==> src/pmcap_pkg.sv <==
// Notes on behaviour
// - Capability word at 42h, EEPROM loaded, test-mirrored
// - Bits 15-11 flag wake per power state
// - Bit 10 deep doze, bit 9 light doze
// - Bit 5 flags device-specific initialization needed
// - Bit 4 reads zero unless D3cold wake flagged
// - Bit 3 flags wake needs bus clock
// - No wake support anywhere forces bit 3 zero
// - Bits 2-0 always read 001b
// - Wake event sets status bit 15 regardless
// - Write one clears wake status, zero ignored
// - Status, data select, enable survive all but power-on
// - Bits 14-13 read-only scale, follows data select
// - Bits 12-9 read/write data select
// - Wake pin asserts only while bit 8 set
// - Wake enable defaults to zero
// - Bits 1-0 power state, stored, no effect
// - Reserved capability 8-6, status 7-2 read-only
package pmcap_pkg;

   // Configuration offsets of the two words
   localparam logic [7:0]  OFF_CAPABILITIES   = 8'h42;
   localparam logic [7:0]  OFF_CONTROL_STATUS = 8'h44;

   // Capability word field positions
   localparam int          CAP_D3COLD_BIT     = 15;
   localparam int          CAP_MASK_HI        = 15;
   localparam int          CAP_MASK_LO        = 11;
   localparam int          CAP_DEEP_BIT       = 10;
   localparam int          CAP_LIGHT_BIT      = 9;
   localparam int          CAP_RES_HI         = 8;
   localparam int          CAP_RES_LO         = 6;
   localparam int          CAP_INIT_BIT       = 5;
   localparam int          CAP_AUX_BIT        = 4;
   localparam int          CAP_CLK_BIT        = 3;
   localparam int          CAP_VER_HI         = 2;
   localparam int          CAP_VER_LO         = 0;
   localparam logic [2:0]  PM_VERSION         = 3'h1;
   localparam logic [15:0] CAP_RESET          = 16'h0001;

   // Control/status word field positions
   localparam int          CSR_STATUS_BIT     = 15;
   localparam int          CSR_SCALE_HI       = 14;
   localparam int          CSR_SCALE_LO       = 13;
   localparam int          CSR_SEL_HI         = 12;
   localparam int          CSR_SEL_LO         = 9;
   localparam int          CSR_ENABLE_BIT     = 8;
   localparam int          CSR_STATE_HI       = 1;
   localparam int          CSR_STATE_LO       = 0;
   localparam logic [3:0]  SEL_RESET          = 4'h0;

   // Power state encoding
   typedef enum logic [1:0] {PM_D0 = 2'h0, PM_D1 = 2'h1, PM_D2 = 2'h2, PM_D3 = 2'h3} pmcap_state_e;

   // One configuration access, word wide with byte enables
   typedef struct packed {
      logic        rd;
      logic        wr;
      logic [7:0]  addr;
      logic [1:0]  be;
      logic [15:0] wdata;
   } pmcap_req_s;

   // Registered answer to an access
   typedef struct packed {
      logic        ack;
      logic        hit;
      logic [15:0] rdata;
   } pmcap_rsp_s;

endpackage

==> src/pmcap_regs.sv <==
`timescale 1ns/10ps
module pmcap_regs
(
   // Clock and power-on reset
   input  wire  logic                  clk,
   input  wire  logic                  srst,
   // Non-sticky resets and stop command
   input  wire  logic                  hw_reset,
   input  wire  logic                  sw_reset,
   input  wire  logic                  stop_cmd,
   // Configuration access from host side
   input  wire  pmcap_pkg::pmcap_req_s cfg_req,
   output       pmcap_pkg::pmcap_rsp_s cfg_rsp,
   // EEPROM load of the capability word
   input  wire  logic                  eeprom_load,
   input  wire  logic [15:0]           eeprom_cap_word,
   // Internal test alias of the capability word
   input  wire  logic                  test_alias_wr,
   input  wire  logic [15:0]           test_alias_wdata,
   output       logic [15:0]           capability_test_alias,
   // Wake detection and data item
   input  wire  logic                  wake_event,
   input  wire  logic [1:0]            data_scale,
   output       logic [3:0]            data_select,
   output       logic [1:0]            power_state_field,
   // Active-low wake pin
   output       logic                  wake_n
);

   // Stored capability word, shared with the test alias
   logic [15:0] power_mgmt_capabilities;
   // Sticky control/status fields
   logic        wake_status;
   logic        wake_enable;
   // Capability word as presented to the host
   logic [15:0] cap_view;
   // Control/status word as presented to the host
   logic [15:0] csr_view;
   // Decoded accesses
   logic        hit_cap;
   logic        hit_csr;
   logic        csr_wr_hi;
   logic        csr_wr_lo;
   logic        clear_req;
   // Registered answer
   pmcap_pkg::pmcap_rsp_s rsp_q;

   // Word decode: byte offset rounded down to the even word
   function automatic logic word_hit(input logic [7:0] addr, input logic [7:0] base);
      word_hit = (addr[7:1] == base[7:1]);
   endfunction

   // Field views of the capability word
   logic [4:0]  wake_state_support_mask;
   logic        deep_doze_supported;
   logic        light_doze_supported;
   logic        init_required;
   logic        aux_power_required;
   logic        wake_needs_bus_clock;
   logic [2:0]  pm_interface_version;

   always_comb
   begin
      wake_state_support_mask = power_mgmt_capabilities[pmcap_pkg::CAP_MASK_HI:pmcap_pkg::CAP_MASK_LO];
      deep_doze_supported     = power_mgmt_capabilities[pmcap_pkg::CAP_DEEP_BIT];
      light_doze_supported    = power_mgmt_capabilities[pmcap_pkg::CAP_LIGHT_BIT];
      init_required           = power_mgmt_capabilities[pmcap_pkg::CAP_INIT_BIT];
      // Aux power only means something with D3cold wake
      aux_power_required      = power_mgmt_capabilities[pmcap_pkg::CAP_AUX_BIT]
                                & power_mgmt_capabilities[pmcap_pkg::CAP_D3COLD_BIT];
      // No wake anywhere means no clock dependence either
      wake_needs_bus_clock    = power_mgmt_capabilities[pmcap_pkg::CAP_CLK_BIT]
                                & (|wake_state_support_mask);
      // Version is fixed whatever the EEPROM holds
      pm_interface_version    = pmcap_pkg::PM_VERSION;
   end

   // Assemble the capability word; reserved bits read as zero
   always_comb
   begin
      cap_view = '0;
      cap_view[pmcap_pkg::CAP_MASK_HI:pmcap_pkg::CAP_MASK_LO] = wake_state_support_mask;
      cap_view[pmcap_pkg::CAP_DEEP_BIT]  = deep_doze_supported;
      cap_view[pmcap_pkg::CAP_LIGHT_BIT] = light_doze_supported;
      cap_view[pmcap_pkg::CAP_INIT_BIT]  = init_required;
      cap_view[pmcap_pkg::CAP_AUX_BIT]   = aux_power_required;
      cap_view[pmcap_pkg::CAP_CLK_BIT]   = wake_needs_bus_clock;
      cap_view[pmcap_pkg::CAP_VER_HI:pmcap_pkg::CAP_VER_LO] = pm_interface_version;
   end

   // Assemble the control/status word; bits 7-2 read as zero
   always_comb
   begin
      csr_view = '0;
      csr_view[pmcap_pkg::CSR_STATUS_BIT] = wake_status;
      csr_view[pmcap_pkg::CSR_SCALE_HI:pmcap_pkg::CSR_SCALE_LO] = data_scale;
      csr_view[pmcap_pkg::CSR_SEL_HI:pmcap_pkg::CSR_SEL_LO] = data_select;
      csr_view[pmcap_pkg::CSR_ENABLE_BIT] = wake_enable;
      csr_view[pmcap_pkg::CSR_STATE_HI:pmcap_pkg::CSR_STATE_LO] = power_state_field;
   end

   // Access decode
   always_comb
   begin
      hit_cap   = word_hit(cfg_req.addr, pmcap_pkg::OFF_CAPABILITIES);
      hit_csr   = word_hit(cfg_req.addr, pmcap_pkg::OFF_CONTROL_STATUS);
      // Upper lane carries status, select and enable
      csr_wr_hi = cfg_req.wr & hit_csr & cfg_req.be[1];
      // Lower lane carries the power state only
      csr_wr_lo = cfg_req.wr & hit_csr & cfg_req.be[0];
      clear_req = csr_wr_hi & cfg_req.wdata[pmcap_pkg::CSR_STATUS_BIT];
   end

   // Capability storage: host writes ignored, EEPROM or test alias load it
   always_ff @(posedge clk)
   begin
      if (srst)
      begin
         power_mgmt_capabilities <= pmcap_pkg::CAP_RESET;
      end
      else if (eeprom_load)
      begin
         // EEPROM wins over a simultaneous test write
         power_mgmt_capabilities <= eeprom_cap_word;
      end
      else if (test_alias_wr)
      begin
         power_mgmt_capabilities <= test_alias_wdata;
      end
   end

   // Test alias is the same storage, not a copy that could drift
   assign capability_test_alias = power_mgmt_capabilities;

   // Wake status: sticky, set by event, cleared by writing one
   always_ff @(posedge clk)
   begin
      if (srst)
      begin
         // Only power-on reset reaches this flag
         wake_status <= 1'b0;
      end
      else if (wake_event)
      begin
         // Set wins over a clear in the same cycle, so no event is lost
         wake_status <= 1'b1;
      end
      else if (clear_req)
      begin
         // A zero written here leaves the flag alone
         wake_status <= 1'b0;
      end
   end

   // Wake enable and data select: sticky, host read/write
   always_ff @(posedge clk)
   begin
      if (srst)
      begin
         // Enable starts off, as needed when D3cold wake is absent
         wake_enable <= 1'b0;
         data_select <= pmcap_pkg::SEL_RESET;
      end
      else if (csr_wr_hi)
      begin
         wake_enable <= cfg_req.wdata[pmcap_pkg::CSR_ENABLE_BIT];
         data_select <= cfg_req.wdata[pmcap_pkg::CSR_SEL_HI:pmcap_pkg::CSR_SEL_LO];
      end
   end

   // Power state: stored only; hardware reset returns it to D0
   always_ff @(posedge clk)
   begin
      if (srst || hw_reset)
      begin
         // Software reset and stop leave the state as it was
         power_state_field <= pmcap_pkg::PM_D0;
      end
      else if (csr_wr_lo)
      begin
         // Nothing else in the block looks at this field
         power_state_field <= cfg_req.wdata[pmcap_pkg::CSR_STATE_HI:pmcap_pkg::CSR_STATE_LO];
      end
   end

   // Registered answer, one cycle after the access is taken
   always_ff @(posedge clk)
   begin
      if (srst)
      begin
         rsp_q <= '0;
      end
      else
      begin
         rsp_q.ack <= cfg_req.rd | cfg_req.wr;
         rsp_q.hit <= (cfg_req.rd | cfg_req.wr) & (hit_cap | hit_csr);
         if (cfg_req.rd && hit_cap)
         begin
            rsp_q.rdata <= cap_view;
         end
         else if (cfg_req.rd && hit_csr)
         begin
            rsp_q.rdata <= csr_view;
         end
         else
         begin
            // Unmapped reads and all writes return zero
            rsp_q.rdata <= '0;
         end
      end
   end

   assign cfg_rsp = rsp_q;

   // Wake pin: low only while status and enable are both set
   assign wake_n = ~(wake_status & wake_enable);

   // A wake event always shows in status next cycle
   chk_event_sets_status: assert property (@(posedge clk) disable iff (srst)
      wake_event |=> wake_status)
      else $error("wake event did not set status");

   // Writing one clears status when no event competes
   chk_one_clears_status: assert property (@(posedge clk) disable iff (srst)
      (clear_req && !wake_event) |=> !wake_status ##0 wake_n)
      else $error("write of one did not clear status");

   // Writing zero to status keeps a pending flag
   chk_zero_keeps_status: assert property (@(posedge clk) disable iff (srst)
      (csr_wr_hi && !cfg_req.wdata[pmcap_pkg::CSR_STATUS_BIT] && wake_status) |=> wake_status)
      else $error("write of zero disturbed status");

   // Pin stays released while enable is off
   chk_pin_blocked: assert property (@(posedge clk) disable iff (srst)
      !wake_enable |-> wake_n)
      else $error("wake pin asserted while disabled");

   // Pin drops in the cycle status rises under enable
   chk_pin_follows: assert property (@(posedge clk) disable iff (srst)
      ($rose(wake_status) && wake_enable) |-> !wake_n)
      else $error("wake pin did not follow status");

   // Capability read: aux bit zero without D3cold flag
   chk_aux_masked: assert property (@(posedge clk) disable iff (srst)
      (cfg_req.rd && hit_cap && !power_mgmt_capabilities[pmcap_pkg::CAP_D3COLD_BIT])
      |=> rsp_q.ack && !rsp_q.rdata[pmcap_pkg::CAP_AUX_BIT])
      else $error("aux power bit not masked");

   // Capability read: clock bit zero without any wake support
   chk_clock_masked: assert property (@(posedge clk) disable iff (srst)
      (cfg_req.rd && hit_cap && (wake_state_support_mask == '0))
      |=> !rsp_q.rdata[pmcap_pkg::CAP_CLK_BIT])
      else $error("clock bit not masked");

   // Capability read always carries version 001b
   chk_version_field: assert property (@(posedge clk) disable iff (srst)
      (cfg_req.rd && hit_cap) |=> rsp_q.rdata[pmcap_pkg::CAP_VER_HI:pmcap_pkg::CAP_VER_LO] == pmcap_pkg::PM_VERSION)
      else $error("version field wrong");

   // Status read shows zero in reserved bits 7-2
   chk_reserved_zero: assert property (@(posedge clk) disable iff (srst)
      (cfg_req.rd && hit_csr) |=> rsp_q.rdata[pmcap_pkg::CSR_ENABLE_BIT-1:pmcap_pkg::CSR_STATE_HI+1] == '0)
      else $error("reserved status bits not zero");

   // Other resets and stop leave the sticky fields alone
   chk_sticky_hold: assert property (@(posedge clk) disable iff (srst)
      ((hw_reset || sw_reset || stop_cmd) && !wake_event && !csr_wr_hi)
      |=> $stable(wake_status) && $stable(wake_enable) && $stable(data_select))
      else $error("sticky field changed without power-on reset");

   // EEPROM load appears on the test alias next cycle
   chk_alias_mirror: assert property (@(posedge clk) disable iff (srst)
      eeprom_load |=> capability_test_alias == $past(eeprom_cap_word))
      else $error("test alias does not mirror load");

   // Host write to the capability word changes nothing
   chk_cap_read_only: assert property (@(posedge clk) disable iff (srst)
      (cfg_req.wr && hit_cap && !eeprom_load && !test_alias_wr) |=> $stable(power_mgmt_capabilities))
      else $error("host write altered capability word");

endmodule // pmcap_regs

==> config.mk <==
export PLATFORM = sky130hd
export DESIGN_NAME = pmcap_regs
export DESIGN_NICKNAME = d
export VERILOG_FILES = /design/src/pmcap_pkg.sv /design/src/pmcap_regs.sv
export SDC_FILE = /design/constraint.sdc
export NUM_CORES = 1
export LEC_CHECK = 0
export ABC_CLOCK_PERIOD_IN_PS = 3400
export BUFFER_PORTS_ARGS = -buffer_cell sky130_fd_sc_hd__buf_2
export CORE_UTILIZATION = 44
export DETAILED_ROUTE_END_ITERATION = 10
export PLACE_DENSITY = 0.91
export SETUP_SLACK_MARGIN = 0.15
export SYNTH_ARGS = -nofsm -noshare
export SYNTH_HDL_FRONTEND = slang
export SYNTH_SLANG_ARGS = --single-unit
==> constraint.sdc <==
create_clock -name clk -period 3.4 [get_ports clk]
set_input_delay 0.68 -clock clk [delete_from_list [all_inputs] [get_ports clk]]
set_output_delay 0.68 -clock clk [all_outputs]
set_load 0.02 [all_outputs]
### Word level (Yosys, flattened, before mapping)

Index checks and enable logic that the tools add are counted.

| cells by class | value |
|---|---|
| eq/ne operators | 2 |
| muxes and demuxes | 6 |
| bitwise logic cells | 12 |
| reductions and logical operators | 8 |

Operators by type and width:

| operator | count |
|---|---|
| 16-bit 2-to-1 mux | 4 |
| 7-bit by 6-bit equality test with 1-bit output, second input constant | 2 |
| 1-bit bitwise AND | 8 |
| 5-bit OR reduction | 1 |
| 2-bit nonzero test | 2 |
| 3-bit OR reduction | 1 |
| 1-bit logical AND | 2 |
| 1-bit 2-to-1 mux | 2 |
| 1-bit inverter | 2 |
| 1-bit OR | 2 |
| 2-bit OR reduction | 1 |
| 1-bit logical OR | 1 |

| word-level totals | value |
|---|---|
| register bits | 42 |
| logic and storage cells | 38 |

### Logic depth before layout (Yosys ltp)

Gate-level depths: netlist of the first run.

| depth | value |
|---|---|
| depth in word-level cells | 6 |
| depth in mapped cells | 5 |

### Least setup slack after synthesis of the first run

No wires, ideal clock.

| path | value |
|---|---|
| kind | in2reg |
| start point | input port cfg_req[22] (netlist name) |
| end point | register rsp_q (netlist bit cfg_rsp[10]) |
| arrival | 1911 ps |
| required time | 3335 ps |
| slack | 1424 ps |
| stages on the path | 4 |
| path buffers | 1 |
| cell sequence | or4b_4 or4b_1 buf_2 nor2_1 |

| on the way | value |
|---|---|
| word-level cells in the longest chain between the ends | 4 |
| elaborated cells between the ends (all ways) | 6 |
| those cells by class | 2 x eq/ne; 2 x mux; 2 x reduce/logical |

Ends and longest elaborated chain:

| item | RTL line | RTL |
|---|---|---|
| start, declared | pmcap_regs.sv:12 | `input wire pmcap_pkg::pmcap_req_s cfg_req,` |
| 7-bit by 6-bit equality test with 1-bit output | pmcap_regs.sv:50 | `word_hit = (addr[7:1] == base[7:1]);` |
| 1-bit logical AND | pmcap_regs.sv:201 | `else if (cfg_req.rd && hit_csr)` |
| 16-bit 2-to-1 mux | pmcap_regs.sv:201 |  |
| 16-bit 2-to-1 mux * | pmcap_regs.sv:197 | `if (cfg_req.rd && hit_cap)` |
| end, declared | pmcap_regs.sv:46 | `pmcap_pkg::pmcap_rsp_s rsp_q;` |

Mark *: on every way between the ends. The rest lies on a longest branch, timed or not.
A chain may end at the register's enable or synchronous reset.

### Worst setup path in the final report of the first run

| path | value |
|---|---|
| start point | input port cfg_req[22] (netlist name) |
| end point | register rsp_q (netlist bit cfg_rsp[9]) |

Same word-level chain as after synthesis.

==> metrics.md, run 1 <==
| Metric | Value |
|---|---|
| Status | `completed` |
| Reg2reg start | `capability_test_alias[15]$_SDFFE_PP0P_` |
| Actual slew at the worst max-slew pin | `809 ps` |
| CP Max Fanout | `9` |
| Final Hold Viols | `0` |
| CTS H-tree depth | `2` |
| Clock Pin Slew Worst Setup and Hold Paths | `70 ps` |
| DR pass1 iterations | `6` |
| VDD IR max | `0.000263 V` |
| Total gr overflow | `0` |
| Tot GR Track Use | `0.203` |
| Routed met3 length | `316 µm` |
| Crit path capture type | `register` |
| Post-DP HPWL | `3.15 mm` |
| TritonCTS Sinks | `39` |
| Register area | `781 µm²` |
| Max Clock Freq | `511 MHz` |
| # DRC | `0` |
| Vias per cell | `5.30` |
| DRT iter0 DRCs | `121` |
| Setup CP Type | `primary input to register` |
| Area Growth Syn to Fin | `34.2%` |
| Library cells used by synthesis | `30` |
| Reg2Reg Depth | `3` |
| Post-route clock period utilization | `0.576` |
| CTS tree | `yes` |
| Multi-input gate area | `817 µm²` |
| Number of global-route vias before repair | `1413` |
| Sequential element share of the synthesized area | `0.467` |
| Top area cells in the synthesized netlist | `dfxtp_1 (47%), mux2_2 (11%), mux2i_1 (9.6%)` |
| Largest net degree at the start of global routing | `28` |
| Area of placed instances | `0.00216 mm²` |
| Synth area leader | `dfxtp_1` |
| CTS buffer count | `5` |
| Netlist area before placement | `0.00167 mm²` |
| Final WL | `4.14 mm` |
| Final Wtd Congestion | `0.774` |
| Clock root buffer | `clkbuf_8` |
| Finish-stage setup viols | `0` |
| Die W | `63.7 µm` |
| Cell count after placement | `299` |
| Core area | `0.00366 mm²` |
| Metal-1 WL | `1.65 mm` |
| Wire length per cell | `13.5 µm` |
| Min-delay worst type | `register to register` |
| DR top layer | `met4` |
| Leak pwr | `1.09 nW` |
| Setup_tns | `0 ps` |
| Layout cells sized above 1 | `0.477` |
| Setup Buffers After CTS | `0` |
| Post-route ant nets | `0` |
| Hold path startpoint | `capability_test_alias[3]$_SDFFE_PP0P_` |
| Vias | `1621` |
| Total power | `0.934 mW` |
| Unrepaired setup endpoints after global routing | `no` |
| Setup Skew | `2.90 ps` |
| Post-route cell area | `0.00224 mm²` |
| Synth warn | `0` |
| Initial antenna violation count | `0` |
| Number of gates resized after cts | `0` |
| #FFs+latches synth | `39` |
| Fin. max-slew vios | `0` |
| Startpoint types | `primary input` |
| Pwr dens | `416 mW/mm²` |
| Commonest non-fill, non-tap cell in the layout | `buf_2` |
| Hold Buf Count CTS | `0` |
| Fillers | `329` |
| Post-Syn Instances | `167` |
| Fin cells | `306` |
| N_diodes | `0` |
| Clk_lat worst skew | `280 ps` |
| Die Ht | `63.7 µm` |
| Commonest non-fill, non-tap cells in the layout | `buf_2 (96), dfxtp_1 (39), nor2_1 (28), mux2_2 (16), mux2i_1 (16)` |
| Post-route minimum period | `1960 ps` |
| Worst Hold Path Cells | `2` |
| Crit path capture | `cfg_rsp[9]$_SDFF_PP0_` |
| Site Rows | `22` |
| Critical path required time | `3610 ps` |
| First-pass GRT wire length | `6.30 mm` |
| Minimum setup slack among reg-to-reg paths | `2160 ps` |
| Die Area | `0.00405 mm²` |
| Max-cap violations | `0` |
| Nets | `328` |
| WL met2 | `2.12 mm` |
| Port buffer count | `96` |
| Crit path from | `cfg_req[22]` |
| I/O pin cnt | `111` |
| Worst EP arrival | `2170 ps` |
| Max Buffers Root-to-Sink | `2` |
| R2r endpoint | `cfg_rsp[3]$_SDFF_PP0_` |
| Starting Density | `0.457` |
| Avg Cell Area, Syn | `10.0 µm²` |
| Area share of the largest cell type after synthesis | `0.467` |
| Hold_ws | `481 ps` |
| Max transition margin | `0.460` |
cells in the mapped netlist:
cell type	n
buf_1	1
mux2i_1	16
a211oi_1	2
buf_2	3
nor4b_1	3
dfxtp_1	39
or4bb_1	1
and4bb_4	1
nor2_1	28
clkbuf_1	8
inv_1	3
or4b_1	1
mux2_2	16
buf_4	3
o31ai_1	7
or4_1	1
a311oi_1	1
nand2b_1	1
nand2_1	1
a21oi_1	6
conb_1	1
a22oi_1	7
and4_1	1
nand4_1	7
o211ai_1	1
nor3_1	1
or4b_4	1
or4b_2	1
and3_1	3
nor2b_1	2
metrics by stage:
stage | utilization | worst slack, ps
floorplan | - | 1420
global placement | 0.589 | 1180
detailed placement | 0.589 | 1160
CTS | 0.613 | 1450
global route | 0.613 | 1420
finish | 0.613 | 1440
worst max-delay path, stage by stage:
cell and delay, ps:
buf_2 110, or4b_4 540, or4b_1 670, nor2_1 170
registers in the layout, summed over array words and instances (netlist names):
register               count
capability_test_alias     16
wake_status                1
data_select                4
power_state_field          2
wake_enable                1
cfg_rsp                   15
worst min path at each step:
| stage | end | slack, ps |
|---|---|---|
| 2_1_floorplan | wake_enable$_SDFFE_PP0P_ | 460 |
| 3_3_place_gp | wake_enable$_SDFFE_PP0P_ | 480 |
| 3_5_place_dp | cfg_rsp[3]$_SDFF_PP0_ | 480 |
| 4_1_cts | cfg_rsp[3]$_SDFF_PP0_ | 490 |
| 5_1_grt | cfg_rsp[3]$_SDFF_PP0_ | 520 |
| 6_report | cfg_rsp[3]$_SDFF_PP0_ | 480 |
per-layer routing:
layer  vias up  track usage
met5         -            0
li1        782            -
met3         7       0.0507
met2        80        0.378
met4         0       0.0682
met1       752        0.218
power breakdown:
| group | switching, mW | internal [mW] |
|---|---|---|
| logic | 0.0748 | 0.0682 |
| registers | 0.0105 | 0.472 |
| clock network | 0.150 | 0.159 |
| total | 0.235 | 0.700 |
area by class of cell:
type / count / area share
tap: 48 / 0.0268
timing repair buffer: 97 / 0.217
sequential: 39 / 0.348
clock buffer: 6 / 0.0368
multi-input combinational: 112 / 0.364
clock inverter: 1 / 0.00223
inverter: 3 / 0.00502
logic make-up after synthesis:
logic type / count (synthesis) / synth area share
AND/OR/NAND/NOR: 53 / 0.179
other: 1 / 0.00224
multiplexers: 32 / 0.203
AO/OA/AOI/OAI: 24 / 0.0995
buffers and inverters: 18 / 0.0494
flip-flops: 39 / 0.467
Note: power is estimated with default switching activity, not from simulation.
==> inputs of run 2 (changes only) <==
- ABC_AREA: unset -> 1
- ABC_CLOCK_PERIOD_IN_PS: 3400 -> 1700
- CORE_UTILIZATION: 44 -> 37
- PLACE_DENSITY: 0.91 -> 0.82
- clock period: 3.4 -> 1.7 ns (I/O delays scaled with it)
==> run 2 against run 1 <==
Sequential share of layout area grew 0.14 points. Register-to-register slack worse by 1300 ps. Critical path depth fell by 2. Utilization decreased by 10 points. Routed wire length down 8.4%. Count of clock-buffer cells in the layout grew 1. Synthesized cell count rose by 37%. Non-clock buffer count grew 1. Global-route usage decreased by 3.7 points.
==> metrics.md, run 2 <==
| Metric | Value |
|---|---|
| Status | `completed` |
| Commonest non-fill, non-tap cells in the layout | `buf_2 (96), nand2_1 (54), dfxtp_1 (39), inv_1 (38), nor2_1 (22)` |
| Synth cell count leaders | `nand2_1 (54), dfxtp_1 (39), inv_1 (38), nor2_1 (22), nand3_1 (20)` |
| I/O pin cnt | `111` |
| Cells along the critical path | `nand2_1 -> buf_2` |
| Max Clock Freq | `813 MHz` |
| Port buffer count | `96` |
| Final Wtd Congestion | `0.796` |
| Util after Layout | `0.514` |
| Minimum setup slack among reg-to-reg paths | `850 ps` |
| Fillers | `447` |
| CP delay by family, top | `flip-flops` |
| Die W | `69.3 µm` |
| Pwr dens | `805 mW/mm²` |
| Setup_tns | `0 ps` |
| Largest net degree at the start of global routing | `19` |
| Starting Density | `0.385` |
| Top area cells in the synthesized netlist | `dfxtp_1 (47%), nand2_1 (12%), inv_1 (8.5%)` |
| Synth async-reset ratio | `0` |
| Die Ht | `69.3 µm` |
| Most common cell in the synthesized netlist | `nand2_1` |
| Worst Hold Path Cells | `3` |
| Nets | `395` |
| Layout cells sized above 1 | `0.368` |
| CP Max Fanout | `3` |
| Number of global-route vias before repair | `1463` |
| Max-cap violations | `0` |
| Wire length per cell | `10.0 µm` |
| DR pass1 iterations | `4` |
| Setup CP Type | `register to output port` |
| Min-delay worst type | `primary input to register` |
| Max Buffers Root-to-Sink | `2` |
| Clock Pin Slew Worst Setup and Hold Paths | `70 ps` |
| Synth warn | `0` |
| Fin. max-slew vios | `0` |
| DRT iter0 DRCs | `160` |
| Avg Cell Area, Syn | `7.32 µm²` |
| Setup Buffers After CTS | `0` |
| Leak pwr | `1.28 nW` |
| CP max stage cell | `dfxtp_1` |
| WP depth | `2` |
| N_diodes | `0` |
| Die Area | `0.00480 mm²` |
| Max reg flops | `16` |
| Vias | `1639` |
| Reg2Reg Depth | `4` |
| Hold Buf Count CTS | `0` |
| EDFF count, synth | `0` |
| Sequential element share of the synthesized area | `0.466` |
| Crit path capture type | `output port` |
| Post-route ant nets | `0` |
| First-pass GRT wire length | `6.45 mm` |
| Area Growth Syn to Fin | `33.4%` |
| Vias per cell | `4.34` |
| Final WL | `3.79 mm` |
| Setup Skew | `2.49 ps` |
| Clk_lat worst skew | `280 ps` |
| Post-route minimum period | `1230 ps` |
| Commonest non-fill, non-tap cell in the layout | `buf_2` |
| Site Rows | `24` |
| CTS tree | `yes` |
| Number of gates resized after cts | `0` |
| Startpoint types | `register` |
| CTS H-tree depth | `2` |
| CP max stage delay | `380 ps` |
| Library cells used by synthesis | `24` |
| Worst EP arrival | `890 ps` |
| Netlist area before placement | `0.00168 mm²` |
| Bufs and invs on worst path | `1` |
| CTS buffer count | `5` |
| Post-Syn Instances | `229` |
| Total gr overflow | `0` |
| Initial antenna violation count | `0` |
| Core area | `0.00435 mm²` |
| TritonCTS Sinks | `39` |
| Final Hold Viols | `0` |
| Critical path required time | `1360 ps` |
| Post-route clock period utilization | `0.723` |
| Synth area leader | `dfxtp_1` |
| Tot GR Track Use | `0.165` |
| Area share of the largest cell type after synthesis | `0.466` |
| Ys flop type | `dfxtp_1` |
| Clock root buffer | `clkbuf_8` |
| Post-DP HPWL | `3.04 mm` |
| Finish-stage setup viols | `0` |
| VDD IR max | `0.000350 V` |
| Unrepaired setup endpoints after global routing | `no` |
| # DRC | `0` |
| #FFs+latches synth | `39` |
## run 2: changes by cell type after synthesis, moves of 5 or more
cell	change
nand3_1	+20
inv_1	+35
nand4_1	-5
nand2_2	+9
mux2_2	-16
clkbuf_1	-7
o31ai_1	-7
nand2_1	+53
nor2_1	-6
a22oi_1	-6
mux2i_1	-16
o21ai_0	+16
## run 2: final cells by class
type,count,area [µm²],area share
Sequential cell,39,781,0.349
Multi-Input combinational cell,142,666,0.298
Timing Repair Buffer,98,495,0.222
Inverter,39,148,0.0660
Clock buffer,7,76.3,0.0341
Tap cell,52,65.1,0.0291
Clock inverter,1,5.00,0.00224
## run 2: logic make-up (layout without fill, tap and decap cells)
family	count (synthesis)	after routing	share of synthesized area
AO/OA/AOI/OAI	24	24	0.0791
flip-flops	39	39	0.466
AND/OR/NAND/NOR	115	115	0.311
buffers and inverters	50	145	0.142
other	1	3	0.00224
## run 2: worst paths after layout
check | startpoint | end
worst max register to register | capability_test_alias[13]$_SDFFE_PP0P_ | cfg_rsp[3]$_SDFF_PP0_
worst max-delay path | wake_status$_SDFFE_PP0P_ | wake_n
worst min register to register | power_state_field[1]$_SDFFE_PP0P_ | cfg_rsp[1]$_SDFF_PP0_
worst min-delay path | test_alias_wdata[0] | capability_test_alias[0]$_SDFFE_PP1P_
## run 2: worst reg2reg max path, delay by kind of cell (launching register included)
family | cells | cell delay [ps]
and+or+nand+nor | 2 | 140
DFF | 1 | 340
buffers and inverters | 1 | 100
AOI/OAI and AO/OA | 1 | 150
## run 2: per-stage QoR
step / area [µm²] / cells / worst slack (ps) / hold slack, ps / total power, mW
after floorplan: 1680 / 231 / 560 / 409 / 1.14
after global placement: 2150 / 370 / 250 / 434 / 1.24
after detailed placement: 2150 / 370 / 235 / 431 / 1.24
after CTS: 2240 / 378 / 455 / 268 / 1.82
after global routing: 2240 / 378 / 367 / 303 / 1.91
final: 2240 / 378 / 470 / 277 / 1.80
## run 2: where the power goes
part / total [mW] / internal, mW / leakage (nW) / switching, mW
logic: 0.256 / 0.107 / 0.915 / 0.148
clock network: 0.581 / 0.288 / 0.0422 / 0.293
registers: 0.963 / 0.943 / 0.318 / 0.0200
total: 1.80 / 1.34 / 1.28 / 0.462
## run 2: metal layers
metal / track usage / part of all wire
met5: 0 / 0
met1: 0.208 / 0.46
met4: 0.0612 / 0.0090
met3: 0.0363 / 0.049
met2: 0.276 / 0.49
==> inputs of run 3 (changes only) <==
- ABC_CLOCK_PERIOD_IN_PS: 1700 -> 1200
- CORE_UTILIZATION: 37 -> 41
- PLACE_DENSITY: 0.82 -> 0.86
- clock period: 1.7 -> 1.2 ns (I/O delays scaled with it)
==> run 3 against run 2 <==
Register-to-register slack lost 510 ps. Sequential cell count is the same. Total power grew 63%. Via count grew 7.5%. Highest routed layer unchanged.
==> metrics.md, run 3 (synthesized netlist as in run 2, its figures left out) <==
| Metric | Value |
|---|---|
| Status | `completed` |
| VDD IR max | `0.000707 V` |
| Critical path required time | `960 ps` |
| # DRC | `0` |
| TritonCTS Sinks | `39` |
| Clock root buffer | `clkbuf_8` |
| Port buffer count | `96` |
| Bufs and invs on worst path | `1` |
| Number of global-route vias before repair | `1567` |
| Post-route setup slack | `135 ps` |
| CTS buffer count | `5` |
| Final WL | `4.42 mm` |
| Site Rows | `22` |
| Metal-1 WL | `1.82 mm` |
| Post-DP HPWL | `3.22 mm` |
| Setup_tns | `0 ps` |
| Vias per cell | `4.59` |
| Tot GR Track Use | `0.214` |
| Pwr dens | `1190 mW/mm²` |
| Die Ht | `65.9 µm` |
| Cells along the critical path | `nand2_2 -> buf_6` |
| CP delay by family, top | `flip-flops` |
| DR pass1 iterations | `4` |
| Core area | `0.00380 mm²` |
| Commonest non-fill, non-tap cells in the layout | `buf_2 (73), nand2_1 (53), inv_1 (36), buf_4 (31), nor2_1 (22)` |
| Post-route minimum period | `1060 ps` |
| Die Area | `0.00435 mm²` |
| Starting Density | `0.441` |
| CP Max Fanout | `3` |
| Startpoint types | `register` |
| Wire length per cell | `11.5 µm` |
| I/O pin cnt | `111` |
| DR top layer | `met4` |
| First-pass GRT wire length | `6.90 mm` |
| Total power | `2.93 mW` |
| Pre-CTS WS | `-107 ps` |
| CP max stage cell | `dfxtp_2` |
| Nets | `405` |
| CTS H-tree depth | `2` |
| Min-delay worst type | `primary input to register` |
| CP max stage delay | `360 ps` |
| Setup CP Type | `register to output port` |
| Initial antenna violation count | `0` |
| Unrepaired setup endpoints after global routing | `yes` |
| CTS tree | `yes` |
| Reg2Reg Depth | `4` |
| Worst Hold Path Cells | `3` |
| Fin. max-slew vios | `0` |
| Max Buffers Root-to-Sink | `2` |
| Vias | `1762` |
| DRT iter0 DRCs | `112` |
| Crit path capture type | `output port` |
| Finish-stage setup viols | `0` |
| Setup Skew | `6.66 ps` |
| WL met2 | `2.22 mm` |
| Total gr overflow | `0` |
| Area Growth Syn to Fin | `46.7%` |
| Die W | `65.9 µm` |
| Max reg flops | `16` |
| Layout cells sized above 1 | `0.461` |
| Commonest non-fill, non-tap cell in the layout | `buf_2` |
| Worst EP arrival | `820 ps` |
| Post-route ant nets | `0` |
| Max-cap violations | `0` |
| Post-route clock period utilization | `0.887` |
| Routed met3 length | `250 µm` |
| Final Wtd Congestion | `0.830` |
| Hold Buf Count CTS | `0` |
| Clk_lat worst skew | `290 ps` |
| Leak pwr | `1.35 nW` |
| N_diodes | `0` |
| Final Hold Viols | `0` |
| Clock Pin Slew Worst Setup and Hold Paths | `80 ps` |
| Hold_ws | `174 ps` |
| Largest net degree at the start of global routing | `17` |
| WP depth | `2` |
| Max Clock Freq | `939 MHz` |
## run 3: cell types whose count changed in the layout (fill, tap and decap cells not counted), moves of 2 or more
cell,before,now
clkbuf_1,2,0
dfxtp_1,39,19
buf_6,0,3
buf_2,96,73
inv_1,38,36
dfxtp_2,0,20
buf_4,2,31
## run 3: layout make-up
type                       instances  area (µm²)
multi-input combinational        142         673
tap                               48        60.1
fill                             337        1340
inverter                          39         151
sequential                        39         806
clock buffer                       6        82.6
clock inverter                     2        35.0
timing repair buffer             108         652
## run 3: stage by stage
step                      instances  area, µm²   util
after global routing            384       2460  0.648
after CTS                       380       2370  0.624
after detailed placement        370       2180  0.574
final                           384       2460  0.648
after floorplan                 231       1680      -
after global placement          370       2180  0.574
## run 3: worst paths after layout
path / from / slack [ps] / endpoint
worst max-delay path: wake_enable$_SDFFE_PP0P_ / 140 / wake_n
worst min-delay path: test_alias_wdata[0] / 170 / capability_test_alias[0]$_SDFFE_PP1P_
worst max register to register: capability_test_alias[11]$_SDFFE_PP0P_ / 340 / cfg_rsp[3]$_SDFF_PP0_
worst min register to register: wake_enable$_SDFFE_PP0P_ / 460 / cfg_rsp[8]$_SDFF_PP0_
## run 3: layer usage
| layer | global-route usage | up-vias |
|---|---|---|
| li1 | - | 905 |
| met1 | 0.257 | 768 |
| met2 | 0.349 | 78 |
| met3 | 0.0448 | 11 |
| met4 | 0.122 | 0 |
| met5 | 0 | - |
## run 3: repair_timing
action,4_1_cts,5_1_grt
resized for setup,29,21
endpoints found under the setup margin,18,35
endpoints found under the hold margin,0,0
setup buffers,2,4
## run 3: where the power goes
| part | switching, mW | leakage (nW) | internal, mW |
|---|---|---|---|
| sequential | 0.0293 | 0.326 | 1.34 |
| clock | 0.463 | 0.0612 | 0.673 |
| combinational | 0.228 | 0.967 | 0.193 |
## run 3: tightest hold or removal path, stage by stage
cell and delay (ps):
buf_2 80, a22oi_1 60, nand2_1 60
